**src/logic/mixed_io_pkg.sv**
```systemverilog
// constants for the mixed input/output diagnostic port
package mixed_io_pkg;
   localparam int          CLK_MHZ        = 200;
   localparam int          US_NS          = 1000;
   localparam int          CLK_PERIOD_NS  = 5;
   localparam int          US_CYCLES      = US_NS / CLK_PERIOD_NS;
   localparam logic [7:0]  IMAGE_OFFSET   = 8'h00;
   localparam logic [7:0]  DIAG_RECORD_NO = 8'h01;
   localparam int          RECORD_LEN     = 20;
   localparam logic [4:0]  REC_FAULT      = 5'h00;
   localparam logic [4:0]  REC_CLASS      = 5'h01;
   localparam logic [4:0]  REC_KIND       = 5'h04;
   localparam logic [4:0]  REC_BITS       = 5'h05;
   localparam logic [4:0]  REC_COUNT      = 5'h06;
   localparam logic [4:0]  REC_STAMP      = 5'h10;
   localparam logic [4:0]  REC_LAST       = 5'h13;
   localparam int          FAULT_MODULE   = 0;
   localparam int          FAULT_INTERNAL = 1;
   localparam int          FAULT_EXTERNAL = 2;
   localparam int          FAULT_OVERLOAD = 4;
   localparam int          FAULT_PARAM    = 7;
   localparam logic [7:0]  CLASS_RESET    = 8'h0f;
   localparam logic [7:0]  KIND_RESET     = 8'h72;
   localparam logic [7:0]  BITS_RESET     = 8'h00;
   localparam logic [7:0]  COUNT_RESET    = 8'h00;
   localparam logic [7:0]  SPARE_RESET    = 8'h00;
   localparam logic [7:0]  OUT_RESET      = 8'h00;
   localparam logic [31:0] STAMP_RESET    = 32'h0000_0000;
endpackage

```
**src/logic/us_ticker.sv**
```systemverilog
// free running microsecond counter with its tick divider
`timescale 1ns/1ps
module us_ticker
   import mixed_io_pkg::*;
#(
   parameter int DIV = US_CYCLES
) (
   input  wire logic        clk_sys,
   input  wire logic        rst,
   output logic [31:0]      count
);
   logic [15:0] div_r;
   logic [15:0] div_nxt;
   logic        tick;
   logic [31:0] count_nxt;

   assign tick      = (div_r == 16'(DIV - 1));
   assign div_nxt   = tick ? 16'h0000 : div_r + 16'h0001;
   // natural wrap at 2^32-1 back to zero
   assign count_nxt = tick ? count + 32'h0000_0001 : count;

   always_ff @(posedge clk_sys) begin
      if (rst) begin
         div_r <= 16'h0000;
         count <= STAMP_RESET;
      end else begin
         div_r <= div_nxt;
         count <= count_nxt;
      end
   end

   a_tick_spacing: assert property (
      @(posedge clk_sys) disable iff (rst)
      tick |=> !tick)
      else $error("tick not one cycle");
   a_count_step: assert property (
      @(posedge clk_sys) disable iff (rst)
      !tick |=> $stable(count))
      else $error("count moved off tick");
   // 32-bit sum also covers the wrap back to zero
   a_count_inc: assert property (
      @(posedge clk_sys) disable iff (rst)
      tick |=> count == $past(count) + 32'h0000_0001)
      else $error("count did not step on tick");
endmodule

```
**src/logic/mixed_io_diag_port.sv**
```systemverilog
// digital side of the mixed eight input, eight output module
`timescale 1ns/1ps
// Function
// - input byte at offset zero, bit n shows input channel n.
// - output byte at offset zero drives output channel n from bit n.
// - with interrupt parameter on, raise interrupt on entry into any fault from none; else none.
// - red indicator lit exactly while any output is overloaded.
// - incoming interrupt makes its diagnostic record available.
// - going interrupt issued automatically when the cause disappears, only after an incoming interrupt.
// - record number one request answered with the diagnostic record.
// - record layout fixed: twenty bytes, reserved bytes read zero.
// - fault byte bits 0,1,2,4,7 set on faults; bits 3,5,6 zero.
// - class byte reads 0fh.
// - channel kind byte reads 72h.
// - bits-per-channel and channel-count bytes read 00h.
// - timestamp holds ticker value captured at the event.
// - 32-bit microsecond ticker from zero, wrapping.
module mixed_io_diag_port
   import mixed_io_pkg::*;
#(
   parameter int US_DIV = US_CYCLES
) (
   input  wire logic       clk_sys,
   input  wire logic       rst,
   input  wire logic [7:0] sense_channel,
   input  wire logic [7:0] overload,
   input  wire logic       diag_irq_enable,
   input  wire logic       module_failure,
   input  wire logic       internal_error,
   input  wire logic       external_error,
   input  wire logic       param_error,
   input  wire logic       out_wr,
   input  wire logic [7:0] out_addr,
   input  wire logic [7:0] out_wdata,
   input  wire logic       in_rd,
   input  wire logic [7:0] in_addr,
   input  wire logic       rec_rd,
   input  wire logic [7:0] rec_number,
   input  wire logic [4:0] rec_index,
   input  wire logic       irq_ack,
   output logic [7:0]      input_image,
   output logic [7:0]      output_image,
   output logic [7:0]      drive_channel,
   output logic [7:0]      rec_rdata,
   output logic            rec_valid,
   output logic            rec_error,
   output logic            diag_irq,
   output logic            diag_irq_going,
   output logic            record_ready,
   output logic            status_red
);
   // pins from the field side pass two flops before use
   logic [7:0]  sense_s1_r;
   logic [7:0]  sense_s2_r;
   logic [7:0]  ovl_s1_r;
   logic [7:0]  ovl_s2_r;
   logic [3:0]  err_s1_r;
   logic [3:0]  err_s2_r;
   logic        ovl_any;
   logic [7:0]  fault_r;
   logic [7:0]  fault_nxt;
   logic [31:0] stamp_r;
   logic [31:0] ticker;
   logic [7:0]  rec_byte;
   logic        fault_any;
   logic        fault_rise;
   logic        fault_fall;
   logic        rec_hit;

   typedef enum logic [1:0] {
      DIAG_IDLE    = 2'b00,
      DIAG_COMING  = 2'b01,
      DIAG_ACTIVE  = 2'b11,
      DIAG_GOING   = 2'b10
   } diag_state_t;

   diag_state_t state_r;
   diag_state_t state_nxt;

   us_ticker #(
      .DIV     (US_DIV)
   ) u_ticker (
      .clk_sys (clk_sys),
      .rst     (rst),
      .count   (ticker)
   );

   always_ff @(posedge clk_sys) begin
      if (rst) begin
         sense_s1_r <= 8'h00;
         sense_s2_r <= 8'h00;
         ovl_s1_r   <= 8'h00;
         ovl_s2_r   <= 8'h00;
         err_s1_r   <= 4'h0;
         err_s2_r   <= 4'h0;
      end else begin
         sense_s1_r <= sense_channel;
         sense_s2_r <= sense_s1_r;
         ovl_s1_r   <= overload;
         ovl_s2_r   <= ovl_s1_r;
         err_s1_r   <= {param_error, external_error,
                        internal_error, module_failure};
         err_s2_r   <= err_s1_r;
      end
   end

   // fault byte follows its causes level for level
   assign ovl_any   = |ovl_s2_r;
   assign fault_nxt = {err_s2_r[3], 2'b00, ovl_any, 1'b0,
                       err_s2_r[2:0]};
   assign fault_any  = |fault_nxt;
   assign fault_rise = fault_any && (fault_r == 8'h00);
   assign fault_fall = !fault_any && (fault_r != 8'h00);

   always_ff @(posedge clk_sys) begin
      if (rst) begin
         fault_r   <= 8'h00;
         stamp_r   <= STAMP_RESET;
      end else begin
         fault_r   <= fault_nxt;
         // stamp taken on entry and on exit of the fault
         if (fault_rise || fault_fall) begin
            stamp_r <= ticker;
         end
      end
   end

   // interrupt sequencer: coming, held until cause gone, going
   always_comb begin
      state_nxt = state_r;
      case (state_r)
         DIAG_IDLE: begin
            if (fault_rise && diag_irq_enable) begin
               state_nxt = DIAG_COMING;
            end
         end
         DIAG_COMING: begin
            state_nxt = DIAG_ACTIVE;
         end
         DIAG_ACTIVE: begin
            if (!fault_any) begin
               state_nxt = DIAG_GOING;
            end
         end
         DIAG_GOING: begin
            state_nxt = DIAG_IDLE;
         end
         default: begin
            state_nxt = DIAG_IDLE;
         end
      endcase
   end

   always_ff @(posedge clk_sys) begin
      if (rst) begin
         state_r        <= DIAG_IDLE;
         diag_irq       <= 1'b0;
         diag_irq_going <= 1'b0;
         record_ready   <= 1'b0;
         status_red     <= 1'b0;
      end else begin
         state_r        <= state_nxt;
         diag_irq       <= (state_nxt == DIAG_COMING);
         diag_irq_going <= (state_nxt == DIAG_GOING);
         // set wins over the acknowledge
         if (state_nxt == DIAG_COMING || state_nxt == DIAG_GOING) begin
            record_ready <= 1'b1;
         end else if (irq_ack) begin
            record_ready <= 1'b0;
         end
         status_red     <= ovl_any;
      end
   end

   // record byte select; reserved bytes fall to zero
   assign rec_hit = rec_rd && (rec_number == DIAG_RECORD_NO);
   always_comb begin
      rec_byte = SPARE_RESET;
      case (rec_index)
         REC_FAULT:         rec_byte = fault_r;
         REC_CLASS:         rec_byte = CLASS_RESET;
         REC_KIND:          rec_byte = KIND_RESET;
         REC_BITS:          rec_byte = BITS_RESET;
         REC_COUNT:         rec_byte = COUNT_RESET;
         REC_STAMP:         rec_byte = stamp_r[7:0];
         REC_STAMP + 5'h01: rec_byte = stamp_r[15:8];
         REC_STAMP + 5'h02: rec_byte = stamp_r[23:16];
         REC_LAST:          rec_byte = stamp_r[31:24];
         default:           rec_byte = SPARE_RESET;
      endcase
   end

   always_ff @(posedge clk_sys) begin
      if (rst) begin
         input_image   <= 8'h00;
         output_image  <= OUT_RESET;
         drive_channel <= OUT_RESET;
         rec_rdata     <= 8'h00;
         rec_valid     <= 1'b0;
         rec_error     <= 1'b0;
      end else begin
         if (in_rd && in_addr == IMAGE_OFFSET) begin
            input_image <= sense_s2_r;
         end
         if (out_wr && out_addr == IMAGE_OFFSET) begin
            output_image  <= out_wdata;
            drive_channel <= out_wdata;
         end
         rec_valid <= rec_hit;
         rec_error <= rec_rd && !rec_hit;
         rec_rdata <= rec_hit ? rec_byte : 8'h00;
      end
   end

   // images, lamp and fault byte
   a_red_follows_ovl: assert property (
      @(posedge clk_sys) disable iff (rst)
      1'b1 |=> status_red == $past(ovl_any))
      else $error("red led wrong");
   a_fault_ovl: assert property (
      @(posedge clk_sys) disable iff (rst)
      1'b1 |=> fault_r[FAULT_OVERLOAD] == $past(ovl_any))
      else $error("overload fault bit wrong");
   a_fault_spare: assert property (
      @(posedge clk_sys) disable iff (rst)
      fault_r[3] == 1'b0 && fault_r[6:5] == 2'b00)
      else $error("reserved fault bits set");
   a_out_drive: assert property (
      @(posedge clk_sys) disable iff (rst)
      out_wr && out_addr == IMAGE_OFFSET |=>
         drive_channel == $past(out_wdata))
      else $error("output not driven");
   a_out_refused: assert property (
      @(posedge clk_sys) disable iff (rst)
      !(out_wr && out_addr == IMAGE_OFFSET) |=>
         $stable(output_image) && $stable(drive_channel))
      else $error("refused write landed");
   a_in_capture: assert property (
      @(posedge clk_sys) disable iff (rst)
      in_rd && in_addr == IMAGE_OFFSET |=> input_image == $past(sense_s2_r))
      else $error("input byte not captured");
   a_in_refused: assert property (
      @(posedge clk_sys) disable iff (rst)
      !(in_rd && in_addr == IMAGE_OFFSET) |=> $stable(input_image))
      else $error("refused read moved input byte");
   // interrupt sequencing
   a_irq_gated_off: assert property (
      @(posedge clk_sys) disable iff (rst)
      !diag_irq_enable && state_r == DIAG_IDLE |=> !diag_irq)
      else $error("irq while disabled");
   a_irq_on_entry: assert property (
      @(posedge clk_sys) disable iff (rst)
      fault_rise && diag_irq_enable && state_r == DIAG_IDLE |=> diag_irq)
      else $error("no incoming irq");
   a_irq_one_cycle: assert property (
      @(posedge clk_sys) disable iff (rst)
      diag_irq |=> !diag_irq)
      else $error("incoming irq too long");
   a_going_follows: assert property (
      @(posedge clk_sys) disable iff (rst)
      state_r == DIAG_ACTIVE && !fault_any |=> diag_irq_going)
      else $error("no going irq");
   a_ready_on_irq: assert property (
      @(posedge clk_sys) disable iff (rst)
      diag_irq |-> record_ready)
      else $error("record not ready");
   a_ready_on_going: assert property (
      @(posedge clk_sys) disable iff (rst)
      diag_irq_going |-> record_ready)
      else $error("going record not ready");
   a_stamp_event: assert property (
      @(posedge clk_sys) disable iff (rst)
      fault_rise |=> stamp_r == $past(ticker))
      else $error("stamp not taken");
   // record reads against the fixed layout
   a_rec_error: assert property (
      @(posedge clk_sys) disable iff (rst)
      rec_rd && rec_number != DIAG_RECORD_NO |=> rec_error && !rec_valid)
      else $error("wrong record not refused");
   a_rec_class: assert property (
      @(posedge clk_sys) disable iff (rst)
      rec_hit && rec_index == REC_CLASS |=> rec_valid && rec_rdata == 8'h0f)
      else $error("class byte wrong");
   a_rec_kind: assert property (
      @(posedge clk_sys) disable iff (rst)
      rec_hit && rec_index == REC_KIND |=> rec_rdata == 8'h72)
      else $error("kind byte wrong");
   a_rec_fault: assert property (
      @(posedge clk_sys) disable iff (rst)
      rec_hit && rec_index == REC_FAULT |=> rec_rdata == $past(fault_r))
      else $error("fault byte read wrong");
   a_rec_counts: assert property (
      @(posedge clk_sys) disable iff (rst)
      rec_hit && (rec_index == REC_BITS || rec_index == REC_COUNT) |=>
         rec_rdata == 8'h00)
      else $error("count bytes not zero");
   a_rec_spare: assert property (
      @(posedge clk_sys) disable iff (rst)
      rec_hit && (rec_index == 5'h02 || rec_index == 5'h03 ||
         (rec_index >= 5'h07 && rec_index < REC_STAMP)) |=>
         rec_rdata == 8'h00)
      else $error("reserved byte not zero");
   // skip event cycles, where the stamp itself moves
   a_rec_stamp: assert property (
      @(posedge clk_sys) disable iff (rst)
      rec_hit && rec_index == REC_STAMP && !fault_rise && !fault_fall |=>
         rec_rdata == stamp_r[7:0])
      else $error("stamp byte read wrong");

   c_incoming: cover property (@(posedge clk_sys) diag_irq);
   c_going: cover property (@(posedge clk_sys) diag_irq_going);
   c_rec_read: cover property (@(posedge clk_sys) rec_valid);
   c_rec_refused: cover property (@(posedge clk_sys) rec_error);
   c_quiet_red: cover property (@(posedge clk_sys)
      status_red && !diag_irq_enable);
endmodule

```
**config.mk**
```make
export PLATFORM = sky130hd
export DESIGN_NAME = mixed_io_diag_port
export DESIGN_NICKNAME = d
export VERILOG_FILES = /design/src/logic/mixed_io_pkg.sv /design/src/logic/us_ticker.sv /design/src/logic/mixed_io_diag_port.sv
export SDC_FILE = /design/constraint.sdc
export NUM_CORES = 1
export LEC_CHECK = 0
export ABC_AREA = 1
export BUFFER_PORTS_ARGS = -buffer_cell sky130_fd_sc_hd__buf_2
export CORE_ASPECT_RATIO = 0.8
export CORE_UTILIZATION = 40
export DETAILED_ROUTE_END_ITERATION = 8
export PLACE_DENSITY_LB_ADDON = 0.08
export SYNTH_ARGS = -nofsm -noshare
export SYNTH_HDL_FRONTEND = slang
export SYNTH_SLANG_ARGS = --single-unit
```
**constraint.sdc**
```tcl
create_clock -name clk_sys -period 2.8 [get_ports clk_sys]
set_clock_uncertainty 0.1 [all_clocks]
set_input_delay 0.14 -clock clk_sys [delete_from_list [all_inputs] [get_ports clk_sys]]
set_output_delay 0.14 -clock clk_sys [all_outputs]
set_load 0.005 [all_outputs]
```
==> flow_metrics.tcl, run 1 <==
set metrics [dict create \
    status "finished, final reports clean" \
    nNetsFinal 1146 \
    netlist.area_leader.share_pct 47.5 \
    diodes 0 \
    layout_commonest_cell "nor2_1" \
    synth_cell_types 36 \
    power_leakage_nw 3.74 \
    cp-endpoint "rec_rdata[5]" \
    ys_top_cells_by_area "dfxtp_1 47%, nor2_1 11%, nand2_1 9.1%" \
    relSlewSlack_pct 49.8 \
    cts_buffer_depth 2 \
    place_inst 1221 \
    nFillCells 1596 \
    post-route-min-period_ns 2.51 \
    finalCritPeriodShare_pct 89.8 \
    place_area_sq_um 7230 \
    ys_warn_count 0 \
    tritoncts "yes" \
    synthToLayoutAreaGrowth_pct 26.6 \
    path_class "in -> reg" \
    vias 5814 \
    ir_drop_mv 0.399 \
    drt-pass1-iter-count 4 \
    syn-num-nets 1002 \
    post-route-util_pct 52.3 \
    hold_violations 0 \
    reg2reg_depth 6 \
    whs_path_depth 7 \
    htreeDepth 4 \
    synth_cells 934 \
    die-area_sq_um 17000 \
    setup_viol 0 \
    drtIter0Drc 333 \
    gp_congestion 0.793 \
    root_buffer "clkbuf_16" \
    power_density_nw_per_um2 600 \
    grtUsageTotal_pct 18.9 \
    dp_hpwl_mm 10.4 \
    io_buffers 101 \
    yosysSeqAreaShare_pct 47.5 \
    ctsResizeCount 0 \
    critPathLaunch "rec_number[2]" \
    core_area_sq_um 15900 \
    pre_cts_slack_ns 0.665 \
    crit_path_start_kind "input pin" \
    regToRegStartpoint "err_s2_r[1]" \
    fin_area_sq_um 8320 \
    crit_fanout 8 \
    ys_seq_elements 156 \
    critPathArrivalTime_ns 2.76 \
    clk_pin_slew_ns 0.06 \
    clock_sink_count 156 \
    whs_ns 0.0732 \
    fmax_mhz 398 \
    crit_path_end_kind "flop" \
    antenna_found_initial 0 \
    final_cell_mix "201 x nor2_1, 160 x nand2_1, 156 x dfxtp_1, 155 x inv_1, 101 x buf_2" \
    layout-drive-gt1-share_pct 14.3 \
    r2r_setup_slack_ns 0.62 \
    finalMaxSlewViolations 0 \
    synth.largest_area_cell "dfxtp_1" \
    numCtsBuffers 17 \
    worst_pin_slew_ns 0.747 \
    power.total_mw 4.99 \
    drv_cap 0 \
    worst_slack_ns 0.285 \
    fp-row-count 41 \
    initial_core_util_pct 41.4 \
    via_per_inst 4.45 \
    r2r_end "stamp_r[12]" \
    fp.dieW_microns 145 \
    cts_setup_buffers 0 \
    fin_cells 1306 \
    critPathRequiredTime_ns 3.05 \
    grt_pass1_vias 5170 \
    overflow 0 \
    io_pins 102 \
    grt_pass1_wl_mm 24.9 \
    fin_setup_tns_ns 0 \
    drc_errors 0 \
    rsz0062_at_grt "no" \
    grt_max_degree 57 \
    wl_per_cell_microns 11.6 \
    die_y_microns 117 \
    avgSynthCellArea_sq_um 7.04 \
    hold_path.class "in -> reg" \
    wl_mm 15.2 \
    mappedNetlistArea_sq_um 6580 \
    insertion_delay_ns 0.43 \
    ant_nets 0 \
]
## state kept, by name, summed over array words and instances, names as in the netlist
register,count
diag_irq,1
diag_irq_going,1
drive_channel,8
err_s1_r,4
err_s2_r,4
fault_r,5
input_image,8
ovl_s1_r,8
ovl_s2_r,8
rec_error,1
rec_rdata,8
rec_valid,1
record_ready,1
sense_s1_r,8
sense_s2_r,8
stamp_r,32
state_r,2
u_ticker.count,32
u_ticker.div_r,16
## Yosys cell counts (all sizes together)
cell / count
nor2: 210
nand2: 163
inv: 157
dfxtp: 156
a21oi: 54
o21ai: 50
nand3: 47
buf: 17
clkbuf: 17
nand4: 14
nor3: 13
o22ai: 8
nor4: 5
xor2: 5
ha: 4
nand3b: 3
a21boi: 2
clkinv: 2
nor3b: 2
a31oi: 1
and2: 1
o21a: 1
or2: 1
xnor2: 1
## layer usage
| metal | part of all wire, % | GRT usage (%) |
|---|---|---|
| met1 | 52 | 25.8 |
| met5 | 0 | 0 |
| met4 | 1.3 | 7.37 |
| met3 | 3.4 | 4.53 |
| met2 | 43 | 28.9 |
## worst max-delay path: stages
cell and delay, ns:
dlygate4sd3_1 0.54, buf_2 0.12, nor3_1 0.19, dlygate4sd3_1 0.58, nand3_1 0.06, dlygate4sd3_1 0.56, nor2_1 0.14, nand2_1 0.20
a21oi_1 0.22
## kinds of logic after synthesis
family                   Yosys count  share of synthesized area (%)
XOR/XNOR                           6                          0.799
flip-flops                       156                           47.5
AND/OR/NAND/NOR                  459                           30.1
buffers and inverters            193                           11.7
adder cells (fa/ha/maj)            4                          0.761
AO/OA/AOI/OAI                    116                           9.11
## where the power goes
part | leakage [nW] | switching, mW | internal (mW) | total, mW
registers | 1.27 | 0.0424 | 2.33 | 2.38
logic | 2.20 | 0.237 | 0.167 | 0.404
clock network | 0.266 | 0.917 | 1.29 | 2.21
total | 3.74 | 1.20 | 3.79 | 4.99
## what timing repair did
action                                 in CTS  in global routing
setup endpoints to repair                   0                  0
endpoints found under the hold margin      40                  0
hold buffers                               53                  0
## worst min-delay path by stage
| stage | start | end | slack (ns) |
|---|---|---|---|
| after floorplan | module_failure | err_s1_r[0] | 0.15 |
| after global placement | overload[1] | ovl_s1_r[1] | 0.24 |
| after detailed placement | overload[1] | ovl_s1_r[1] | 0.24 |
| after CTS | in_rd | input_image[0] | 0.05 |
| after global routing | in_rd | input_image[0] | 0.12 |
| final | in_addr[6] | input_image[0] | 0.07 |
## area by class of cell
cell class	count	area [sq um]	area share, %
clock buffers	23	478	5.74
clock inverters	9	87.6	1.05
inverters	159	597	7.17
multi-input cells	585	2680	32.2
flip-flops and latches	156	3120	37.5
well taps	215	269	3.23
repair buffers	159	1090	13.0
Note: power is estimated with default switching activity, not from simulation.
==> run 2: changes to the inputs <==
--- a/config.mk
+++ b/config.mk
@@ -8,7 +8,7 @@
 export ABC_AREA = 1
 export BUFFER_PORTS_ARGS = -buffer_cell sky130_fd_sc_hd__buf_2
 export CORE_ASPECT_RATIO = 0.8
-export CORE_UTILIZATION = 40
+export CORE_UTILIZATION = 55
 export DETAILED_ROUTE_END_ITERATION = 8
 export PLACE_DENSITY_LB_ADDON = 0.08
 export SYNTH_ARGS = -nofsm -noshare
==> run 2 against run 1 <==
  * Worst setup slack lost 0.10 ns
  * Core utilization grew 19 points
  * Critical path depth shrank 2
  * Worst hold slack gained 0.0052 ns
  * Critical endpoint is now input_image[0]
  * Cell count shrank 5.5%
==> flow_metrics.tcl, run 2 (synthesis results as in run 1) <==
set metrics [dict create \
    grtUsageMet2_pct 35.8 \
    crit_path_start_kind "input pin" \
    initial_core_util_pct 56.9 \
    via_per_inst 4.80 \
    diodes 0 \
    ant_nets 0 \
    tritoncts "yes" \
    ir_drop_mv 0.509 \
    path_class "in -> reg" \
    grt_pass1_vias 5130 \
    worst_slack_ns 0.181 \
    crit_path_end_kind "flop" \
    reg2reg_depth 6 \
    power_density_nw_per_um2 615 \
    r2r_setup_slack_ns 0.60 \
    clk_pin_slew_ns 0.07 \
    relSlewSlack_pct 49.7 \
    power.total_mw 5.05 \
    fin_cells 1234 \
    drtIter0Drc 574 \
    r2r_end "stamp_r[10]" \
    post-route-util_pct 71.0 \
    fp-row-count 35 \
    layout_commonest_cell "nor2_1" \
    place_area_sq_um 7140 \
    hold_violations 0 \
    grt_pass1_wl_mm 24.6 \
    power_leakage_nw 3.76 \
    synthToLayoutAreaGrowth_pct 24.8 \
    grt_max_degree 57 \
    fin_area_sq_um 8210 \
    root_buffer "clkbuf_16" \
    grt.met1_usage_pct 37.1 \
    worst_pin_slew_ns 0.749 \
    finalCritPeriodShare_pct 93.5 \
    worstHoldStart "in_addr[4]" \
    htreeDepth 4 \
    min_to "input_image[4]" \
    antenna_found_initial 0 \
    fin_setup_tns_ns 0 \
    regToRegStartpoint "err_s2_r[1]" \
    post-route-min-period_ns 2.62 \
    critPathMaxStageDelay_ns 0.83 \
    critPathRequiredTime_ns 3.07 \
    io_pins 102 \
    place_inst 1155 \
    cts_buffer_depth 2 \
    insertion_delay_ns 0.42 \
    drv_cap 0 \
    critPathMostFrequentCell "dlygate4sd3_1" \
    pre_cts_slack_ns 0.705 \
    setup_viol 0 \
    seq_area_sq_um 3120 \
    critPathArrivalTime_ns 2.89 \
    die-area_sq_um 12400 \
    whs_ns 0.0784 \
    gp_congestion 0.871 \
    die_y_microns 99.8 \
    cts_setup_buffers 0 \
    grtUsageTotal_pct 24.7 \
    core_area_sq_um 11600 \
    fmax_mhz 382 \
    nNetsFinal 1141 \
    finalMaxSlewViolations 0 \
    hold_path.class "in -> reg" \
    multi_input_area_sq_um 2680 \
    crit_family "buffers and inverters" \
    status "finished, final reports clean" \
    fp.dieW_microns 124 \
    vias 5919 \
    overflow 0 \
    drt-pass1-iter-count 5 \
    wl_per_cell_microns 12.1 \
    dp_hpwl_mm 9.85 \
    largestRegisters "stamp_r x32, u_ticker.count x32, u_ticker.div_r x16" \
    gr-max-usage-layer "met1" \
    layout-drive-gt1-share_pct 14.7 \
    nFillCells 969 \
    path_buf_inv 4 \
    whs_path_depth 7 \
    rsz0062_at_grt "no" \
    postCtsHoldBufs 47 \
    wl_mm 14.9 \
    slowest_stage "dlygate4sd3_1" \
    use_met3_pct 5.01 \
    clock_sink_count 156 \
    final_cell_mix "201 x nor2_1, 160 x nand2_1, 156 x dfxtp_1, 155 x inv_1, 101 x buf_2" \
    crit_fanout 9 \
    path_cells "dlygate4sd3_1, buf_2, nor4_4, dlygate4sd3_1, nor2_1, nor2_1, dlygate4sd3_1" \
    critPathLaunch "in_addr[1]" \
    io_buffers 101 \
    ctsResizeCount 0 \
    numCtsBuffers 17 \
    drc_errors 0 \
]
==> run 2: cell types whose count changed in the layout (fill, tap and decap cells not counted), moves of 2 or more <==
cell           change
dlygate4sd3_1      -6
inv_8              +5
clkinv_8           +4
clkinvlp_4         -4
clkbuf_1           -3
clkbuf_8           -3
buf_4              +2
clkinv_2           -2
clkinv_4           +2
inv_6              +2
==> run 2: cell type report <==
cell class                      count  area share, %
Multi-Input combinational cell    585           32.7
Tap cell                          148           2.26
Sequential cell                   156           38.0
Clock inverter                     15           2.12
Timing Repair Buffer              154           12.4
Inverter                          159           7.27
Clock buffer                       17           5.18
==> run 2: routing by layer <==
| metal | up-vias | routed length (microns) | share of wire (%) |
|---|---|---|---|
| met2 | 164 | 6040 | 41 |
| met5 | - | 0 | 0 |
| met3 | 13 | 888 | 6.0 |
| met1 | 2576 | 7840 | 53 |
| met4 | 0 | 138 | 0.93 |
| li1 | 3166 | - | - |
==> run 2: report_power, final <==
| part | leakage, nW | switching [mW] | internal [mW] |
|---|---|---|---|
| combinational | 2.19 | 0.236 | 0.166 |
| clock | 0.293 | 1.07 | 1.21 |
| sequential | 1.27 | 0.0418 | 2.33 |
==> run 2: worst register-to-register path, stage by stage, from the launching register on <==
cell and delay [ns]:
dfxtp_1 0.31, nor4_1 0.36, nand2_1 0.11, ha_1 0.37
clkinv_1 0.41, o21ai_0 0.35, a21oi_1 0.07
==> run 2: worst max path at each step <==
stage	endpoint	slack [ns]	cells after the start
after detailed placement	stamp_r[12]	0.70	6
after global placement	stamp_r[3]	0.76	6
after global routing	input_image[0]	0.16	7
final	input_image[0]	0.18	7
after CTS	input_image[0]	0.26	7
after floorplan	stamp_r[11]	0.81	8
